[src/logic/pllcm_pkg.sv]
// Package for the PLL clock module: field widths, reset values, timing counts and modes.
// Assumes a 125 MHz system clock; all other files import it whole.
package pllcm_pkg;
  // ==========================================================================
  // Field widths and reset values
  // ==========================================================================
  localparam int unsigned MULT_W = 4;
  localparam logic [3:0] MULT_RST = 4'h0;
  localparam logic [3:0] MULT_MAX = 4'hC;
  localparam int unsigned POST_DIVIDER_SELECT_W = 2;
  localparam logic [1:0] POST_DIVIDER_SELECT_RST = 2'h0;
  localparam logic [1:0] POST_DIVIDER_SELECT_BY2 = 2'h2;
  localparam logic [1:0] POST_DIVIDER_SELECT_BY1 = 2'h3;
  localparam logic [1:0] SRC_OSC1 = 2'h0;
  localparam logic [1:0] SRC_OSC2 = 2'h1;
  localparam logic [1:0] SRC_XTAL = 2'h2;
  localparam logic [1:0] SRC_EXT = 2'h3;
  localparam logic [1:0] SRC_RST = SRC_OSC1;
  // ==========================================================================
  // Timing
  // ==========================================================================
  localparam int unsigned CLK_MHZ = 125;
  localparam int unsigned LOCK_TIME_US = 1000;
  localparam int unsigned LOCK_CYCLES = LOCK_TIME_US * CLK_MHZ;
  localparam int unsigned NMIWD_CYCLES_DEF = 65536;
  localparam int unsigned MISS_CYCLES_DEF = 64;
  // ==========================================================================
  // Clock path modes
  // ==========================================================================
  typedef enum logic [2:0] {
    PLLCM_BYPASS = 3'b001,
    PLLCM_LOCKING = 3'b010,
    PLLCM_ENABLED = 3'b100
  } pllcm_mode_e;
endpackage : pllcm_pkg

[src/logic/pllcm_top.sv]
// PLL clock module control: ratio, post-divider, lock, source select and clock-fail logic.
// Assumes software ports are synchronous to i_clk_sys; oscillator clocks are asynchronous.
`timescale 1ns/1ns
`default_nettype none
module pllcm_top
  import pllcm_pkg::*;
#(
  parameter int unsigned LOCK_CNT = LOCK_CYCLES,
  parameter int unsigned NMIWD_CNT = NMIWD_CYCLES_DEF,
  parameter int unsigned MISS_CNT = MISS_CYCLES_DEF
) (
  input wire logic i_clk_sys,
  input wire logic i_rst,
  input wire logic i_wdog_rst,
  input wire logic i_soft_rst,
  input wire logic i_ratio_we,
  input wire logic [3:0] i_ratio_wdata,
  input wire logic i_div_we,
  input wire logic [1:0] i_div_wdata,
  input wire logic i_pll_off,
  input wire logic [1:0] i_core_src,
  input wire logic i_wdog_osc2,
  input wire logic i_tmr2_osc2,
  input wire logic i_osc1_off,
  input wire logic i_osc2_off,
  input wire logic i_ext_clock_pin_select,
  input wire logic i_ext_clock_disable,
  input wire logic i_nmi_reset_select,
  input wire logic i_nmi_ack,
  input wire logic i_internal_osc_one,
  input wire logic i_internal_osc_two,
  input wire logic i_crystal_clk,
  input wire logic i_ext_clock_pin_a,
  input wire logic i_ext_clock_pin_b,
  output logic [3:0] o_pll_ratio_register,
  output logic [1:0] o_post_divider_select,
  output logic o_pll_lock_flag,
  output logic o_pll_power_off_bit,
  output logic o_pll_powered,
  output logic o_use_multiplied,
  output logic o_limp_mode,
  output logic o_clock_fail_nmi,
  output logic o_missing_clock_status,
  output logic o_device_rst,
  output logic o_osc1_en,
  output logic o_osc2_en,
  output logic o_wdog_osc2,
  output logic o_tmr2_osc2,
  output logic [1:0] o_core_src
);
  initial begin
    if (LOCK_CNT < 1 || NMIWD_CNT < 1 || LOCK_CNT > 2**24 || NMIWD_CNT > 2**24) begin
      $error("pllcm_top: counts out of range");
    end
  end
  // ==========================================================================
  // Input clock selection and failure detection
  // ==========================================================================
  logic ext_clk;
  logic sel_clk;
  logic missing;
  // Gated external clock; held low when disabled.
  assign ext_clk = i_ext_clock_disable ? 1'b0
                 : (i_ext_clock_pin_select ? i_ext_clock_pin_b : i_ext_clock_pin_a);
  always_comb begin
    case (i_core_src)
      SRC_OSC1: sel_clk = i_internal_osc_one;
      SRC_OSC2: sel_clk = i_internal_osc_two;
      SRC_XTAL: sel_clk = i_crystal_clk;
      default: sel_clk = ext_clk;
    endcase
  end
  pllcm_clk_monitor #(.MISS_CYCLES(MISS_CNT)) u_mon (
    .i_clk_sys(i_clk_sys),
    .i_rst(i_rst),
    .i_clk_mon(sel_clk),
    .o_missing(missing)
  );
  // ==========================================================================
  // Ratio, divider, lock and mode; reset only by pin or watchdog
  // ==========================================================================
  logic cfg_rst;
  assign cfg_rst = i_rst | i_wdog_rst;
  pllcm_mode_e mode_q, mode_d;
  logic [3:0] ratio_q, ratio_d;
  logic [1:0] div_q, div_d;
  logic off_q, off_d;
  logic [24:0] lock_q, lock_d;
  logic locked_q, locked_d;
  // Next mode. A ratio write restarts locking; clearing i_pll_off does not, so o_use_multiplied returns with no lock wait.
  always_comb begin
    mode_d = mode_q;
    ratio_d = ratio_q;
    div_d = div_q;
    off_d = i_pll_off;
    lock_d = lock_q;
    locked_d = locked_q;
    if (i_div_we) begin
      div_d = i_div_wdata;
    end
    if (i_ratio_we) begin
      // Values above twelve are unsupported; they are clamped to the top ratio.
      ratio_d = (i_ratio_wdata > MULT_MAX) ? MULT_MAX : i_ratio_wdata;
      locked_d = 1'b0;
      lock_d = 25'(LOCK_CNT - 1);
      mode_d = (i_ratio_wdata == MULT_RST) ? PLLCM_BYPASS : PLLCM_LOCKING;
    end else begin
      case (mode_q)
        PLLCM_BYPASS: begin
          if (lock_q != 25'h0) lock_d = lock_q - 25'h1;
          else locked_d = 1'b1;
        end
        PLLCM_LOCKING: begin
          if (lock_q != 25'h0) begin
            lock_d = lock_q - 25'h1;
          end else begin
            locked_d = 1'b1;
            mode_d = PLLCM_ENABLED;
          end
        end
        PLLCM_ENABLED: mode_d = PLLCM_ENABLED;
        default: mode_d = PLLCM_BYPASS;
      endcase
    end
  end
  // Configuration registers; debugger and missing-clock resets do not reach them.
  always_ff @(posedge i_clk_sys or posedge cfg_rst) begin
    if (cfg_rst) begin
      mode_q <= PLLCM_BYPASS;
      ratio_q <= MULT_RST;
      div_q <= POST_DIVIDER_SELECT_RST;
      off_q <= 1'b0;
      lock_q <= 25'h0;
      locked_q <= 1'b0;
    end else begin
      mode_q <= mode_d;
      ratio_q <= ratio_d;
      div_q <= div_d;
      off_q <= off_d;
      lock_q <= lock_d;
      locked_q <= locked_d;
    end
  end
  // ==========================================================================
  // Clock fail, NMI and NMI watchdog
  // ==========================================================================
  logic limp_q, limp_d;
  logic nmi_q, nmi_d;
  logic mcs_q, mcs_d;
  logic rst_q, rst_d;
  logic [24:0] nwd_q, nwd_d;
  logic nwd_run_q, nwd_run_d;
  logic limp_entry;
  logic fail_ok;
  // Limp mode only exists while the PLL is on, in any of the bypass, locking or enabled modes.
  assign fail_ok = ~off_q;
  assign limp_entry = missing & fail_ok & ~limp_q;
  always_comb begin
    limp_d = missing & fail_ok;
    nmi_d = nmi_q;
    mcs_d = mcs_q;
    rst_d = 1'b0;
    nwd_d = nwd_q;
    nwd_run_d = nwd_run_q;
    if (i_nmi_ack) begin
      nmi_d = 1'b0;
      nwd_run_d = 1'b0;
      nwd_d = 25'h0;
    end
    if (nwd_run_q && !i_nmi_ack) begin
      if (nwd_q >= 25'(NMIWD_CNT - 1)) begin
        rst_d = 1'b1;
        nwd_run_d = 1'b0;
        nwd_d = 25'h0;
      end else begin
        nwd_d = nwd_q + 25'h1;
      end
    end
    // Set wins over the acknowledge.
    if (limp_entry) begin
      nmi_d = 1'b1;
      mcs_d = 1'b1;
      if (i_nmi_reset_select) begin
        rst_d = 1'b1;
      end else begin
        nwd_run_d = 1'b1;
        nwd_d = 25'h0;
      end
    end
  end
  // Fail state cleared only by the pin reset, not the watchdog's; status survives the fail reset.
  always_ff @(posedge i_clk_sys or posedge i_rst) begin
    if (i_rst) begin
      limp_q <= 1'b0;
      nmi_q <= 1'b0;
      mcs_q <= 1'b0;
      rst_q <= 1'b0;
      nwd_q <= 25'h0;
      nwd_run_q <= 1'b0;
    end else begin
      limp_q <= limp_d;
      nmi_q <= nmi_d;
      mcs_q <= mcs_d;
      rst_q <= rst_d;
      nwd_q <= nwd_d;
      nwd_run_q <= nwd_run_d;
    end
  end
  // ==========================================================================
  // Output registers
  // ==========================================================================
  logic [3:0] out_ratio_q;
  logic [1:0] out_div_q, out_src_q;
  logic [8:0] out_bits_q;
  // Every top-level output is a flop copy, so the core never sees a mux glitch.
  always_ff @(posedge i_clk_sys or posedge i_rst) begin
    if (i_rst) begin
      out_ratio_q <= MULT_RST;
      out_div_q <= POST_DIVIDER_SELECT_RST;
      out_src_q <= SRC_RST;
      out_bits_q <= 9'h184; // both oscillators on, PLL powered in bypass.
    end else begin
      out_ratio_q <= ratio_q;
      out_div_q <= div_q;
      out_src_q <= i_core_src;
      out_bits_q <= {~i_osc1_off, ~i_osc2_off, i_wdog_osc2, i_tmr2_osc2,
                     locked_q, off_q, ~off_q,
                     (mode_q == PLLCM_ENABLED) & ~off_q & (ratio_q != MULT_RST), rst_q};
    end
  end
  assign o_pll_ratio_register = out_ratio_q;
  assign o_post_divider_select = out_div_q;
  assign o_core_src = out_src_q;
  assign o_osc1_en = out_bits_q[8];
  assign o_osc2_en = out_bits_q[7];
  assign o_wdog_osc2 = out_bits_q[6];
  assign o_tmr2_osc2 = out_bits_q[5];
  assign o_pll_lock_flag = out_bits_q[4];
  assign o_pll_power_off_bit = out_bits_q[3];
  assign o_pll_powered = out_bits_q[2];
  assign o_use_multiplied = out_bits_q[1];
  assign o_device_rst = out_bits_q[0];
  assign o_limp_mode = limp_q;
  assign o_clock_fail_nmi = nmi_q;
  assign o_missing_clock_status = mcs_q;
endmodule : pllcm_top
`default_nettype wire

[src/logic/pllcm_clk_monitor.sv]
// Missing-clock detector: watches one input clock sampled on the system clock.
// Assumes the monitored clock is slower than half the system clock.
`timescale 1ns/1ns
`default_nettype none
module pllcm_clk_monitor
  import pllcm_pkg::*;
#(
  parameter int unsigned MISS_CYCLES = MISS_CYCLES_DEF
) (
  input wire logic i_clk_sys,
  input wire logic i_rst,
  input wire logic i_clk_mon,
  output logic o_missing
);
  initial begin
    if (MISS_CYCLES < 2 || MISS_CYCLES > 65535) begin
      $error("pllcm_clk_monitor: MISS_CYCLES out of range");
    end
  end
  logic [2:0] sync_q;
  logic [2:0] sync_d;
  logic [15:0] cnt_q;
  logic [15:0] cnt_d;
  logic miss_q;
  logic miss_d;
  // Two flops synchronise, the third only serves the edge detector.
  always_comb begin
    sync_d = {sync_q[1:0], i_clk_mon};
    if (sync_q[2] != sync_q[1]) begin
      cnt_d = 16'h0000;
      miss_d = 1'b0;
    end else if (cnt_q >= 16'(MISS_CYCLES - 1)) begin
      cnt_d = cnt_q;
      miss_d = 1'b1;
    end else begin
      cnt_d = cnt_q + 16'h0001;
      miss_d = miss_q;
    end
  end
  // Registers of the detector.
  always_ff @(posedge i_clk_sys or posedge i_rst) begin
    if (i_rst) begin
      sync_q <= 3'h0;
      cnt_q <= 16'h0000;
      miss_q <= 1'b0;
    end else begin
      sync_q <= sync_d;
      cnt_q <= cnt_d;
      miss_q <= miss_d;
    end
  end
  assign o_missing = miss_q;
endmodule : pllcm_clk_monitor
`default_nettype wire

[config.mk]
export PLATFORM = sky130hd
export DESIGN_NAME = pllcm_top
export DESIGN_NICKNAME = d
export VERILOG_FILES = /design/src/logic/pllcm_pkg.sv /design/src/logic/pllcm_top.sv /design/src/logic/pllcm_clk_monitor.sv
export SDC_FILE = /design/constraint.sdc
export NUM_CORES = 1
export LEC_CHECK = 0
export BUFFER_PORTS_ARGS = -buffer_cell sky130_fd_sc_hd__clkbuf_2
export CORE_ASPECT_RATIO = 0.75
export CORE_UTILIZATION = 50
export CTS_CLUSTER_SIZE = 16
export DETAILED_ROUTE_END_ITERATION = 10
export PLACE_DENSITY = 0.71
export SLEW_MARGIN = 20
export SYNTH_ARGS = -nofsm -noshare
export SYNTH_HDL_FRONTEND = slang
export SYNTH_SLANG_ARGS = --single-unit
[constraint.sdc]
create_clock -name i_clk_sys -period 6.9 [get_ports i_clk_sys]
set_input_delay 1.38 -clock i_clk_sys [delete_from_list [all_inputs] [get_ports i_clk_sys]]
set_output_delay 1.38 -clock i_clk_sys [all_outputs]
set_load 0.01 [all_outputs]
# After elaboration in Yosys (flattened, before gate mapping)
# Cells that the tools add are included.
dict set report classes {
  order_cmp 3
  eq_ne 10
  n_addsub 3
  bitwise_logic 9
  mux 34
  reduce_logical 14
}
# cell n
set op_table {}
lappend op_table {{two-way mux 25 bit} 8}
lappend op_table {{two-way mux 16 bit} 2}
lappend op_table {{adder 25 x 1 -> 25 bit, second input constant} 1}
lappend op_table {{greater-or-equal comparator 25 x 16 -> 1 bit, second input constant} 1}
lappend op_table {{nonzero test 25 bit} 1}
lappend op_table {{subtractor 25 x 1 -> 25 bit, second input constant} 1}
lappend op_table {{two-way mux 1 bit} 18}
lappend op_table {{adder 16 x 1 -> 16 bit, second input constant} 1}
lappend op_table {{greater-or-equal comparator 16 x 6 -> 1 bit, second input constant} 1}
lappend op_table {{one-hot mux 3 bit (3 select lines)} 1}
lappend op_table {{nonzero test 2 bit} 4}
lappend op_table {{two-way mux 3 bit} 2}
lappend op_table {{AND reduction 2 bit} 3}
lappend op_table {{AND 1 bit} 4}
lappend op_table {{greater-than comparator 4 bit, second input constant} 1}
lappend op_table {{logical NOT 4 bit} 1}
lappend op_table {{two-way mux 4 bit} 1}
lappend op_table {{inequality test 2 bit, second input constant} 2}
lappend op_table {{inverter 1 bit} 4}
lappend op_table {{nonzero test 4 bit} 1}
lappend op_table {{== test 3 x 1 -> 1 bit, second input constant} 1}
lappend op_table {{== test 3 x 2 -> 1 bit, second input constant} 1}
lappend op_table {{== test 3 bit, second input constant} 1}
lappend op_table {{inequality test 3 bit, second input constant} 1}
lappend op_table {{other kinds (11)} 11}
dict set report word_totals {
  ff_bits 103
  word_cells 92
}

# Longest topological paths before layout
# Gate-level depths: netlist of the first run.
dict set report depth {
  word_depth 5
  ltp_mapped 8
  mapped_depth_nobuf 6
}

# Cells and area by module
# Synthesis of the first run repeated with hierarchy kept, for this count alone.
dict set report hier_totals {
  hier_cells 433
  hier_area_um2 4713.3
}
# mod n_inst area_per_inst_um2 seq_area_each_um2 cells_each
set by_module_without_submodules {}
lappend by_module_without_submodules {pllcm_top 1 3910.0 2082.0 365}
lappend by_module_without_submodules {pllcm_clk_monitor 1 803.3 500.5 68}

# Least setup slack after synthesis of the first run
# No wires, ideal clock.
dict set report synth_timing {
  kind {input to register}
  from {input i_nmi_ack}
  to {register nwd_q[7]}
  cell_stages 6
  slack_ns 3.883
  arrival_time_ns 2.935
  cell_sequence {nand2b_1 > or2_2 > a311oi_1 > clkbuf_1 > a41oi_1 > a31oi_1}
}
dict set report synth_between {
  elab_chain_cells 5
}
# element line_no
set synth_rtl {}
lappend synth_rtl {{from (decl)} pllcm_top.sv:29} ;# input wire logic i_nmi_ack,
lappend synth_rtl {{logical NOT 1 bit} pllcm_top.sv:170} ;# if (nwd_run_q && !i_nmi_ack) begin
lappend synth_rtl {{logical AND 1 bit} pllcm_top.sv:170}
lappend synth_rtl {{two-way mux 25 bit (*)} pllcm_top.sv:170}
lappend synth_rtl {{two-way mux 25 bit} pllcm_top.sv:183} ;# if (i_nmi_reset_select) begin
lappend synth_rtl {{two-way mux 25 bit (*)} pllcm_top.sv:180} ;# if (limp_entry) begin
lappend synth_rtl {{named net nwd_d[7]} pllcm_top.sv:151} ;# logic [24:0] nwd_q, nwd_d;
lappend synth_rtl {{to (signal assigned)} pllcm_top.sv:205} ;# nwd_q <= nwd_d;
lappend synth_rtl {{to (decl)} pllcm_top.sv:151}
# Mark *: on every way through the listed nets, which the timed path passes. The rest lies on a longest branch.
# A chain may end at the register's enable or synchronous reset.

# Worst setup path after layout of the first run
dict set report layout_timing {
  from {input i_ratio_we}
  to {register lock_q[10]}
}
dict set report layout_between {
  elab_chain_cells 2
}
# element line_no
set layout_rtl {}
lappend layout_rtl {{from (decl)} pllcm_top.sv:16} ;# input wire logic i_ratio_we,
lappend layout_rtl {{nonzero test 2 bit (no line)} -}
lappend layout_rtl {{AND reduction 2 bit (no line)} -}
lappend layout_rtl {{to (signal assigned)} pllcm_top.sv:140} ;# lock_q <= lock_d;
lappend layout_rtl {{to (decl)} pllcm_top.sv:88} ;# logic [24:0] lock_q, lock_d;
# Several ways; a longest one is shown, not always the timed one.

==> flow_summary.toml, run 1 <==
[run_status]
status = "finished with violations"
failed_checks = "design-rule violations"

[grt]
grt_pass1_wl_um = 14590
gr-usage-met3_pct = 5.560
grt.busiest_layer = "met2"
grt_antenna_before_repair = 0
grt.total_usage_pct = 19.78
grt_max_degree = 42
gr-total-overflow = 0
grt_pass1_vias = 3104
grt_util_met2_pct = 29.59
met1_usage_pct = 27.85

[critical_path]
worstSetupPathType = "in -> reg"
critical_path_arrival_ns = 4.29
critPathCaptureType = "flip-flop"
max_stage_delay_ns = 0.76
cp_cell_sequence = "clkbuf_2, clkinv_1, o21ai_1, o211ai_2, or4b_2, a21oi_1"
slowest_stage = "or4b_2"
crit_fanout = 30
start_kind = "input port"
cp_top_family = "compound AO/OA/AOI/OAI gates"
cp_num_buf_inv = 2
worst_ep_required_time_ns = 7.17

[sta]
hold_ws_ns = 0.3545
slew_violations = 0
setup_viol = 0
min_period_ns = 4.025
fmax_mhz = 248.4
finClkSkew_ns = 0.005121
finalHoldViolCount = 0
tightest_slew_ns = 0.9942
slew_headroom_pct = 33.21
rsz0062_at_grt = "false"
timing.final.ws_setup_ns = 2.875
tns_ns = 0
min_period_over_period_pct = 58.34

[logic_synthesis]
async_reset_ff_share_pct = 100.0
ys_ff_latch = 103
syn-instance-count = 418
yosys.cell_types.count = 61
synth_top_cells_by_area = "dfrtp_1, nand2_1, and2_1"
synth_warnings = 0
synth_enable_flop_cells = 0
synth_top_area_cell = "dfrtp_1"
synth_nets = 450
yosysSeqAreaShare_pct = 56.91
avgSynthCellArea_um2 = 10.86
synth_ff_type = "dfrtp_1"
synth_top_area_share_pct = 54.59
syn-cell-area_um2 = 4538

[layout]
utilization_pct = 60.19
final_cell_count_no_fill = 577
multi_input_area_um2 = 1837
ff_latch_area_um2 = 2582
final_common_cell = "dfrtp_1"
fin_area_um2 = 5197
final_cell_mix = "dfrtp_1, clkbuf_2, nand2_1"
fillerInstances = 716
fin_nets = 496
drive_gt1_share_pct = 18.76
diodes = 0
areaGrowthSynthToFinish_pct = 14.53

[clock_tree]
cts_root_buf = "clkbuf_16"
insertion_delay_ns = 0.35
cts.sinks = 103
cts_setup_buffers = 0
cts_inserted_buffers = 9
cts_hold_buf = 0
htreeDepth = 3
clkSlewWorstSetupHoldPaths_ns = 0.08
cts_tree = "done"
cts_resized = 0
clockBufferDepth = 2

[floorplan]
chipWidth_um = 112.0
rows = 29
start_util_pct = 52.55
ios = 48
die_h_um = 84.51
die_area_um2 = 9465
coreArea_um2 = 8636

[place]
numPortBuffers = 46
place_hpwl_um = 5898
dpl_cell_area_um2 = 4852
place_ws_ns = 2.489
gp_congestion = 0.7842
dp.cells = 560

[routing]
routed_wl_um = 8669
antenna_left = 0
vias = 3375
drt_iter0_drc = 182
via_per_inst = 5.849
drt-pass1-iter-count = 8
wire_per_inst_um = 15.02
drc_errors = 7

[pwr]
leakage_nw = 2.284
p_total_mw = 1.261
p_per_area_nw_per_um2 = 242.6
ir_drop_uv = 154.9

[worst_hold_path]
min-delay-path-class = "reg -> reg"

[job]
cap_viol_max_count = 0
==> worst paths after layout <==
check / depth (start not counted) / startpoint / slack [ns] / endpoint
worst min-delay path: 0 / rst_q / 0.35 / out_bits_q[0]
min in group asynchronous: 2 / i_rst / 1.10 / u_mon.cnt_q[5]
worst max-delay path: 6 / i_ratio_we / 2.87 / lock_q[10]
worst min register to register: 0 / rst_q / 0.35 / out_bits_q[0]
worst max register to register: 5 / lock_q[15] / 4.00 / lock_q[20]
max in group asynchronous: 3 / i_rst / 4.87 / out_bits_q[8]
==> Yosys cell counts, types with 10 or more instances <==
cell	n
a21oi_1	19
and2_1	19
dfrtp_1	99
nor4_1	12
or4_1	14
inv_1	13
nor2_1	26
clkbuf_1	10
nand3_1	18
nand2_1	34
nor3_1	14
a31oi_1	15
==> routing by layer <==
layer  wire [um]  up-vias  part of all wire (%)
met1        4313     1648                    50
li1            -     1623                     -
met5           0        -                     0
met2        3731       93                    43
met4         117        0                   1.3
met3         507       11                   5.8
==> flip-flops by register name, indices dropped and copies added (netlist names), 2 cells and up <==
signal,flops
ratio_q,4
u_mon.cnt_q,16
u_mon.sync_q,3
lock_q,25
div_q,2
o_core_src,2
nwd_q,25
o_pll_ratio_register,4
out_bits_q,9
mode_q,3
o_post_divider_select,2
==> power breakdown <==
group          switching [mW]  internal, mW
Clock                   0.244         0.294
Sequential             0.0161         0.625
Combinational          0.0492        0.0322
==> layout make-up <==
type | count | share of cell area, %
flip-flops and latches | 103 | 49.69
multi-input cells | 287 | 35.34
repair buffers | 49 | 5.248
clock buffers | 9 | 4.333
well taps | 108 | 2.600
clock inverters | 7 | 1.781
inverters | 14 | 1.011
==> cells by family (layout without fill, tap and decap cells) <==
kind of cell,after synthesis,in the layout,synth area share (%)
xor gates and xnor gates,12,12,2.316
AOI/OAI and AO/OA,85,85,12.55
muxes,8,8,2.261
adders and majority gates,4,4,1.103
DFF,103,103,56.91
and+or+nand+nor,178,178,21.95
buffers and inverters,28,79,2.922
No activity file was read; power rests on OpenSTA's default activity.
==> run 2: changes to the inputs <==
- clock period: 6.9 -> 4.15 ns (I/O delays scaled with it)
==> run 2 against run 1 <==
Effect of this change: the run still ends with design-rule violations left; non-clock buffer count is 2 higher; flip-flop and latch count unchanged; first-iteration DRC count is 32% higher; global-route usage up 0.45 points.
==> flow_summary.toml, run 2 (synthesis gave the netlist of run 1 again) <==
[grt]
grt_antenna_before_repair = 0
grt_max_degree = 42
grt.total_usage_pct = 20.23
gr-total-overflow = 0
grt_pass1_vias = 3119
grt_pass1_wl_um = 15020

[pwr]
p_total_mw = 2.001
p_sw_share_pct = 23.97
p_per_area_nw_per_um2 = 386.2
intPower_mw = 1.522
ir_drop_uv = 302.8
combPwrFrac_pct = 7.1
power.share.clock_pct = 39.7
seq_power_share_pct = 53.3
leakage_nw = 2.275
power_switching_mw = 0.4797

[layout]
final_cell_mix = "dfrtp_1, clkbuf_2, nand2_1"
reg.largest.list = "lock_q: 25 flops, nwd_q: 25 flops, u_mon.cnt_q: 16 flops"
final_cell_count_no_fill = 579
fin_nets = 498
drive_gt1_share_pct = 19.32
areaGrowthSynthToFinish_pct = 14.20
fillerInstances = 688
diodes = 0
final_common_cell = "dfrtp_1"

[clock_tree]
cts_tree = "done"
insertion_delay_ns = 0.34
clockBufferDepth = 2
cts_inserted_buffers = 9
cts_resized = 0
cts.sinks = 103
cts_hold_buf = 0
clkSlewWorstSetupHoldPaths_ns = 0.07
cts_setup_buffers = 0
cts_root_buf = "clkbuf_16"
htreeDepth = 3

[place]
place_hpwl_um = 5980
dp.cells = 562
place_ws_ns = 1.267
gp_congestion = 0.7648
numPortBuffers = 46

[routing]
wl_met1_um = 4568
wire_per_inst_um = 15.22
met3RoutedLength_um = 508
wl_met2_um = 3660
drt-pass1-iter-count = 8
antenna_left = 0
drt_iter0_drc = 241
top_layer_used = "met4"
vias = 3369
drc_errors = 6
routed_wl_um = 8811
via_per_inst = 5.819

[sta]
fmax_mhz = 342.6
slew_violations = 0
slew_headroom_pct = 37.74
tns_ns = 0
min_period_over_period_pct = 70.34
finalHoldViolCount = 0
rsz0062_at_grt = "false"
timing.final.ws_setup_ns = 1.231
min_period_ns = 2.919
hold_ws_ns = 0.3594
tightest_slew_ns = 0.9253
finClkSkew_ns = 0.006845
setup_viol = 0

[critical_path]
crit_fanout = 20
cp_top_family = "simple AND/OR/NAND/NOR gates"
max_stage_delay_ns = 0.72
slowest_stage = "o211ai_2"
worstSetupPathType = "reg -> reg"
crit_top_cell = "or4_4"
worst_ep_required_time_ns = 4.38
cp_cell_sequence = "or4_4, or4_4, o211ai_2, nor4_2, mux2_4"
cp_num_buf_inv = 0
critical_path_arrival_ns = 3.15
critPathCaptureType = "flip-flop"
start_kind = "flip-flop"

[floorplan]
die_area_um2 = 9465
ios = 48
rows = 29
start_util_pct = 52.55
chipWidth_um = 112.0
coreArea_um2 = 8636
die_h_um = 84.51

[worst_hold_path]
min-delay-path-class = "reg -> reg"

[run_status]
failed_checks = "design-rule violations"
status = "finished with violations"

[job]
cap_viol_max_count = 0
[run 2: cell count changes in the layout (fill, tap and decap cells not counted), sizes merged]
| cell | delta |
|---|---|
| clkinv | +3 |
| clkinvlp | +1 |
| bufinv | -1 |
| buf | +2 |
| inv | -4 |
| clkbuf | +1 |
[run 2: final cells by class]
class	instances	area [um^2]	area share, %
inverter	14	52.55	1.014
clock buffer	10	239.0	4.611
timing repair buffer	51	287.8	5.553
tap	108	135.1	2.607
sequential	103	2582	49.83
clock inverter	6	43.79	0.8450
multi-input combinational	287	1842	35.54
[run 2: path summary, 6_finish.rpt]
| path | start | endpoint | slack [ns] | cells after the start |
|---|---|---|---|---|
| worst max-delay path | lock_q[15] | lock_q[20] | 1.23 | 5 |
| worst min-delay path | rst_q | out_bits_q[0] | 0.36 | 0 |
| worst min register to register | rst_q | out_bits_q[0] | 0.36 | 0 |
| worst max register to register | lock_q[15] | lock_q[20] | 1.23 | 5 |
| min in group asynchronous | i_rst | ratio_q[3] | 0.62 | 2 |
| max in group asynchronous | i_rst | nwd_q[6] | 2.61 | 3 |
[run 2: per-layer routing]
layer	vias to the layer above	GRT usage (%)
li1	1624	-
met1	1632	30.36
met2	106	28.51
met3	7	5.632
met4	0	6.061
met5	-	0
[run 2: per-stage QoR]
| step | area (um^2) | util [%] |
|---|---|---|
| floorplan | 4538 | - |
| CTS | 5150 | 59.63 |
| global placement | 4867 | 56.36 |
| global route | 5182 | 60.01 |
| detailed placement | 4867 | 56.36 |
| finish | 5182 | 60.01 |
[run 2: power groups by stage]
stage	registers (mW)	clock network, mW	logic (mW)
floorplan	1.08	0	0.0804
global placement	1.08	0	0.132
detailed placement	1.08	0	0.136
CTS	1.07	0.815	0.141
global route	1.07	0.854	0.158
finish	1.07	0.794	0.141
==> run 3: changes to the inputs <==
- ABC_AREA: unset -> 1
- PLACE_DENSITY: 0.71 -> 0.7
- clock period: 4.15 -> 2.75 ns (I/O delays scaled with it)
==> run 3 against run 2 <==
Effect of this change: the run now ends clean; hold slack lost 0.21 ns; clock power grew 64%; synthesized area grew 14%; critical endpoint is now nwd_q[12]; largest power group unchanged; highest routed layer unchanged.
==> flow_summary.toml, run 3 <==
[critical_path]
worst_ep_required_time_ns = 3.02
slowest_stage = "nor2_2"
cp_num_buf_inv = 1
r2r_cells = 8
cp_num_cells = 8
max_stage_delay_ns = 0.48
crit_fanout = 14
critical_path_arrival_ns = 2.17
worstSetupPathType = "reg -> reg"
crit_top_cell = "nand3_1"
start_kind = "flip-flop"
critPathCaptureType = "flip-flop"
cp_cell_sequence = "ha_1, nand3_1, inv_1, nand4_1, nand2_1, nor2_2, nand3_1, a21oi_1"
cp_top_family = "simple AND/OR/NAND/NOR gates"
r2r_slack_ns = 0.85

[logic_synthesis]
synth_ff_type = "dfrtp_1"
yosysSeqAreaShare_pct = 49.92
synth_top_area_cell = "dfrtp_1"
synth_top_family_by_area = "simple AND/OR/NAND/NOR gates"
synth_top_cells_by_area = "dfrtp_1, nand2_1, nor2_1"
synth_nets = 664
synthAdderAreaFrac_pct = 0.9674
async_reset_ff_share_pct = 100.0
synth_top_area_share_pct = 47.88
synth_enable_flop_cells = 0
syn-instance-count = 632
syn-cell-area_um2 = 5174
synthSimpleGateAreaFrac_pct = 28.30
avgSynthCellArea_um2 = 8.186
synth_mux_area_share_pct = 0.4353
synth_common_cells = "nand2_1, dfrtp_1, nor2_1"
synth_warnings = 0
ys_ff_latch = 103
synth_xor_area_share_pct = 3.023
yosys.cell_types.count = 39
synth-compound-area-share_pct = 9.238
yosysMostFrequentCell = "nand2_1"

[layout]
final_cell_mix = "nand2_1, dfrtp_1, nor2_1"
diodes = 0
drive_gt1_share_pct = 16.84
reg.largest.list = "lock_q: 25 flops, nwd_q: 25 flops, u_mon.cnt_q: 16 flops"
areaGrowthSynthToFinish_pct = 13.52
fin_nets = 716
final_common_cell = "nand2_1"
fillerInstances = 885

[pwr]
ir_drop_uv = 301.8
leakage_nw = 2.875
p_per_area_nw_per_um2 = 549.0

[clock_tree]
htreeDepth = 3
cts_inserted_buffers = 9
clockBufferDepth = 2
insertion_delay_ns = 0.34
clkSlewWorstSetupHoldPaths_ns = 0.07
cts_root_buf = "clkbuf_16"
cts_tree = "done"
cts_setup_buffers = 0
cts_resized = 0
cts_hold_buf = 0
cts.sinks = 103

[run_status]
status = "finished clean"

[sta]
min_period_over_period_pct = 69.14
finalHoldViolCount = 0
tightest_slew_ns = 0.6061
slew_violations = 0
slew_headroom_pct = 59.55
hold_ws_ns = 0.1535
tns_ns = 0
fmax_mhz = 525.9
setup_viol = 0
rsz0062_at_grt = "false"
finClkSkew_ns = 0.007147
min_period_ns = 1.901

[place]
numPortBuffers = 46
place_hpwl_um = 7788
gp_congestion = 0.9128

[grt]
grt_pass1_wl_um = 18950
gr-total-overflow = 0
gr-usage-met3_pct = 5.964
grt.busiest_layer = "met2"
grt_util_met2_pct = 35.07
grt_antenna_before_repair = 0
grt_pass1_vias = 4137
grt_max_degree = 60
met1_usage_pct = 30.27
grt.total_usage_pct = 22.18

[floorplan]
rows = 31
start_util_pct = 52.51
chipWidth_um = 119.5
die_area_um2 = 10760
ios = 48
coreArea_um2 = 9852
die_h_um = 90.10

[routing]
routed_wl_um = 10800
drt_iter0_drc = 297
wire_per_inst_um = 13.15
drc_errors = 0
drt-pass1-iter-count = 4
antenna_left = 0
vias = 4247
via_per_inst = 5.173

[worst_hold_path]
min-delay-path-class = "in -> async"

[job]
cap_viol_max_count = 0
-- run 3: cell types whose count changed in the layout (fill, tap and decap cells not counted), moves of 9 or more --
cell | previous run | this run
nand2_1 | 34 | 132
inv_1 | 12 | 82
nor2_1 | 25 | 92
nand3_1 | 18 | 59
and2_1 | 19 | 0
nand4_1 | 2 | 19
o21ai_0 | 9 | 25
o21ai_2 | 0 | 15
or4_1 | 14 | 0
a31oi_1 | 15 | 2
nor4_1 | 12 | 1
nor2_2 | 0 | 9
or3_1 | 9 | 0
-- run 3: final cells by class --
| class | instances | area, um^2 | area share [%] |
|---|---|---|---|
| Clock buffer | 12 | 246.5 | 4.197 |
| Clock inverter | 4 | 58.81 | 1.001 |
| Inverter | 87 | 339.1 | 5.773 |
| Multi-Input combinational cell | 429 | 2178 | 37.09 |
| Sequential cell | 103 | 2582 | 43.97 |
| Tap cell | 132 | 165.2 | 2.812 |
| Timing Repair Buffer | 54 | 302.8 | 5.156 |
-- run 3: per-stage QoR --
step	power (mW)	setup slack, ns	cell area [um^2]	instances	utilization [%]
2_1_floorplan	1.855	0.2093	5174	632	-
3_3_place_gp	1.939	0.8910	5568	805	56.52
3_5_place_dp	1.952	0.8480	5568	805	56.52
4_1_cts	3.265	0.8391	5873	821	59.61
5_1_grt	3.361	0.6255	5873	821	59.61
6_report	3.225	0.8486	5873	821	59.61
-- run 3: kinds of logic (layout without fill, tap and decap cells) --
kind of cell / count (synthesis) / count (layout)
mux: 2 / 2
xor+xnor: 17 / 17
compound gates: 76 / 76
simple gates: 330 / 330
buf+inv: 100 / 157
flops: 103 / 103
fa+ha+maj: 4 / 4
-- run 3: metal layers --
layer / share of wire [%] / up-vias
met5: 0 / -
met4: 1.2 / 0
met3: 5.5 / 12
met2: 46 / 102
met1: 47 / 2011
li1: - / 2122
-- run 3: report_power, final --
group / leakage (nW) / switching [mW] / total, mW / internal (mW)
clock: 0.150 / 0.559 / 1.30 / 0.745
sequential: 1.35 / 0.0485 / 1.63 / 1.58
combinational: 1.38 / 0.191 / 0.292 / 0.100
-- run 3: final timing paths --
path                                      start         endpoint
max in group asynchronous            i_wdog_rst        mode_q[0]
worst min-delay path                      i_rst        nwd_run_q
worst min register to register  u_mon.sync_q[0]  u_mon.sync_q[1]
min in group i_clk_sys               i_osc2_off    out_bits_q[7]
worst max-delay path                   nwd_q[1]        nwd_q[12]
worst max register to register         nwd_q[1]        nwd_q[12]
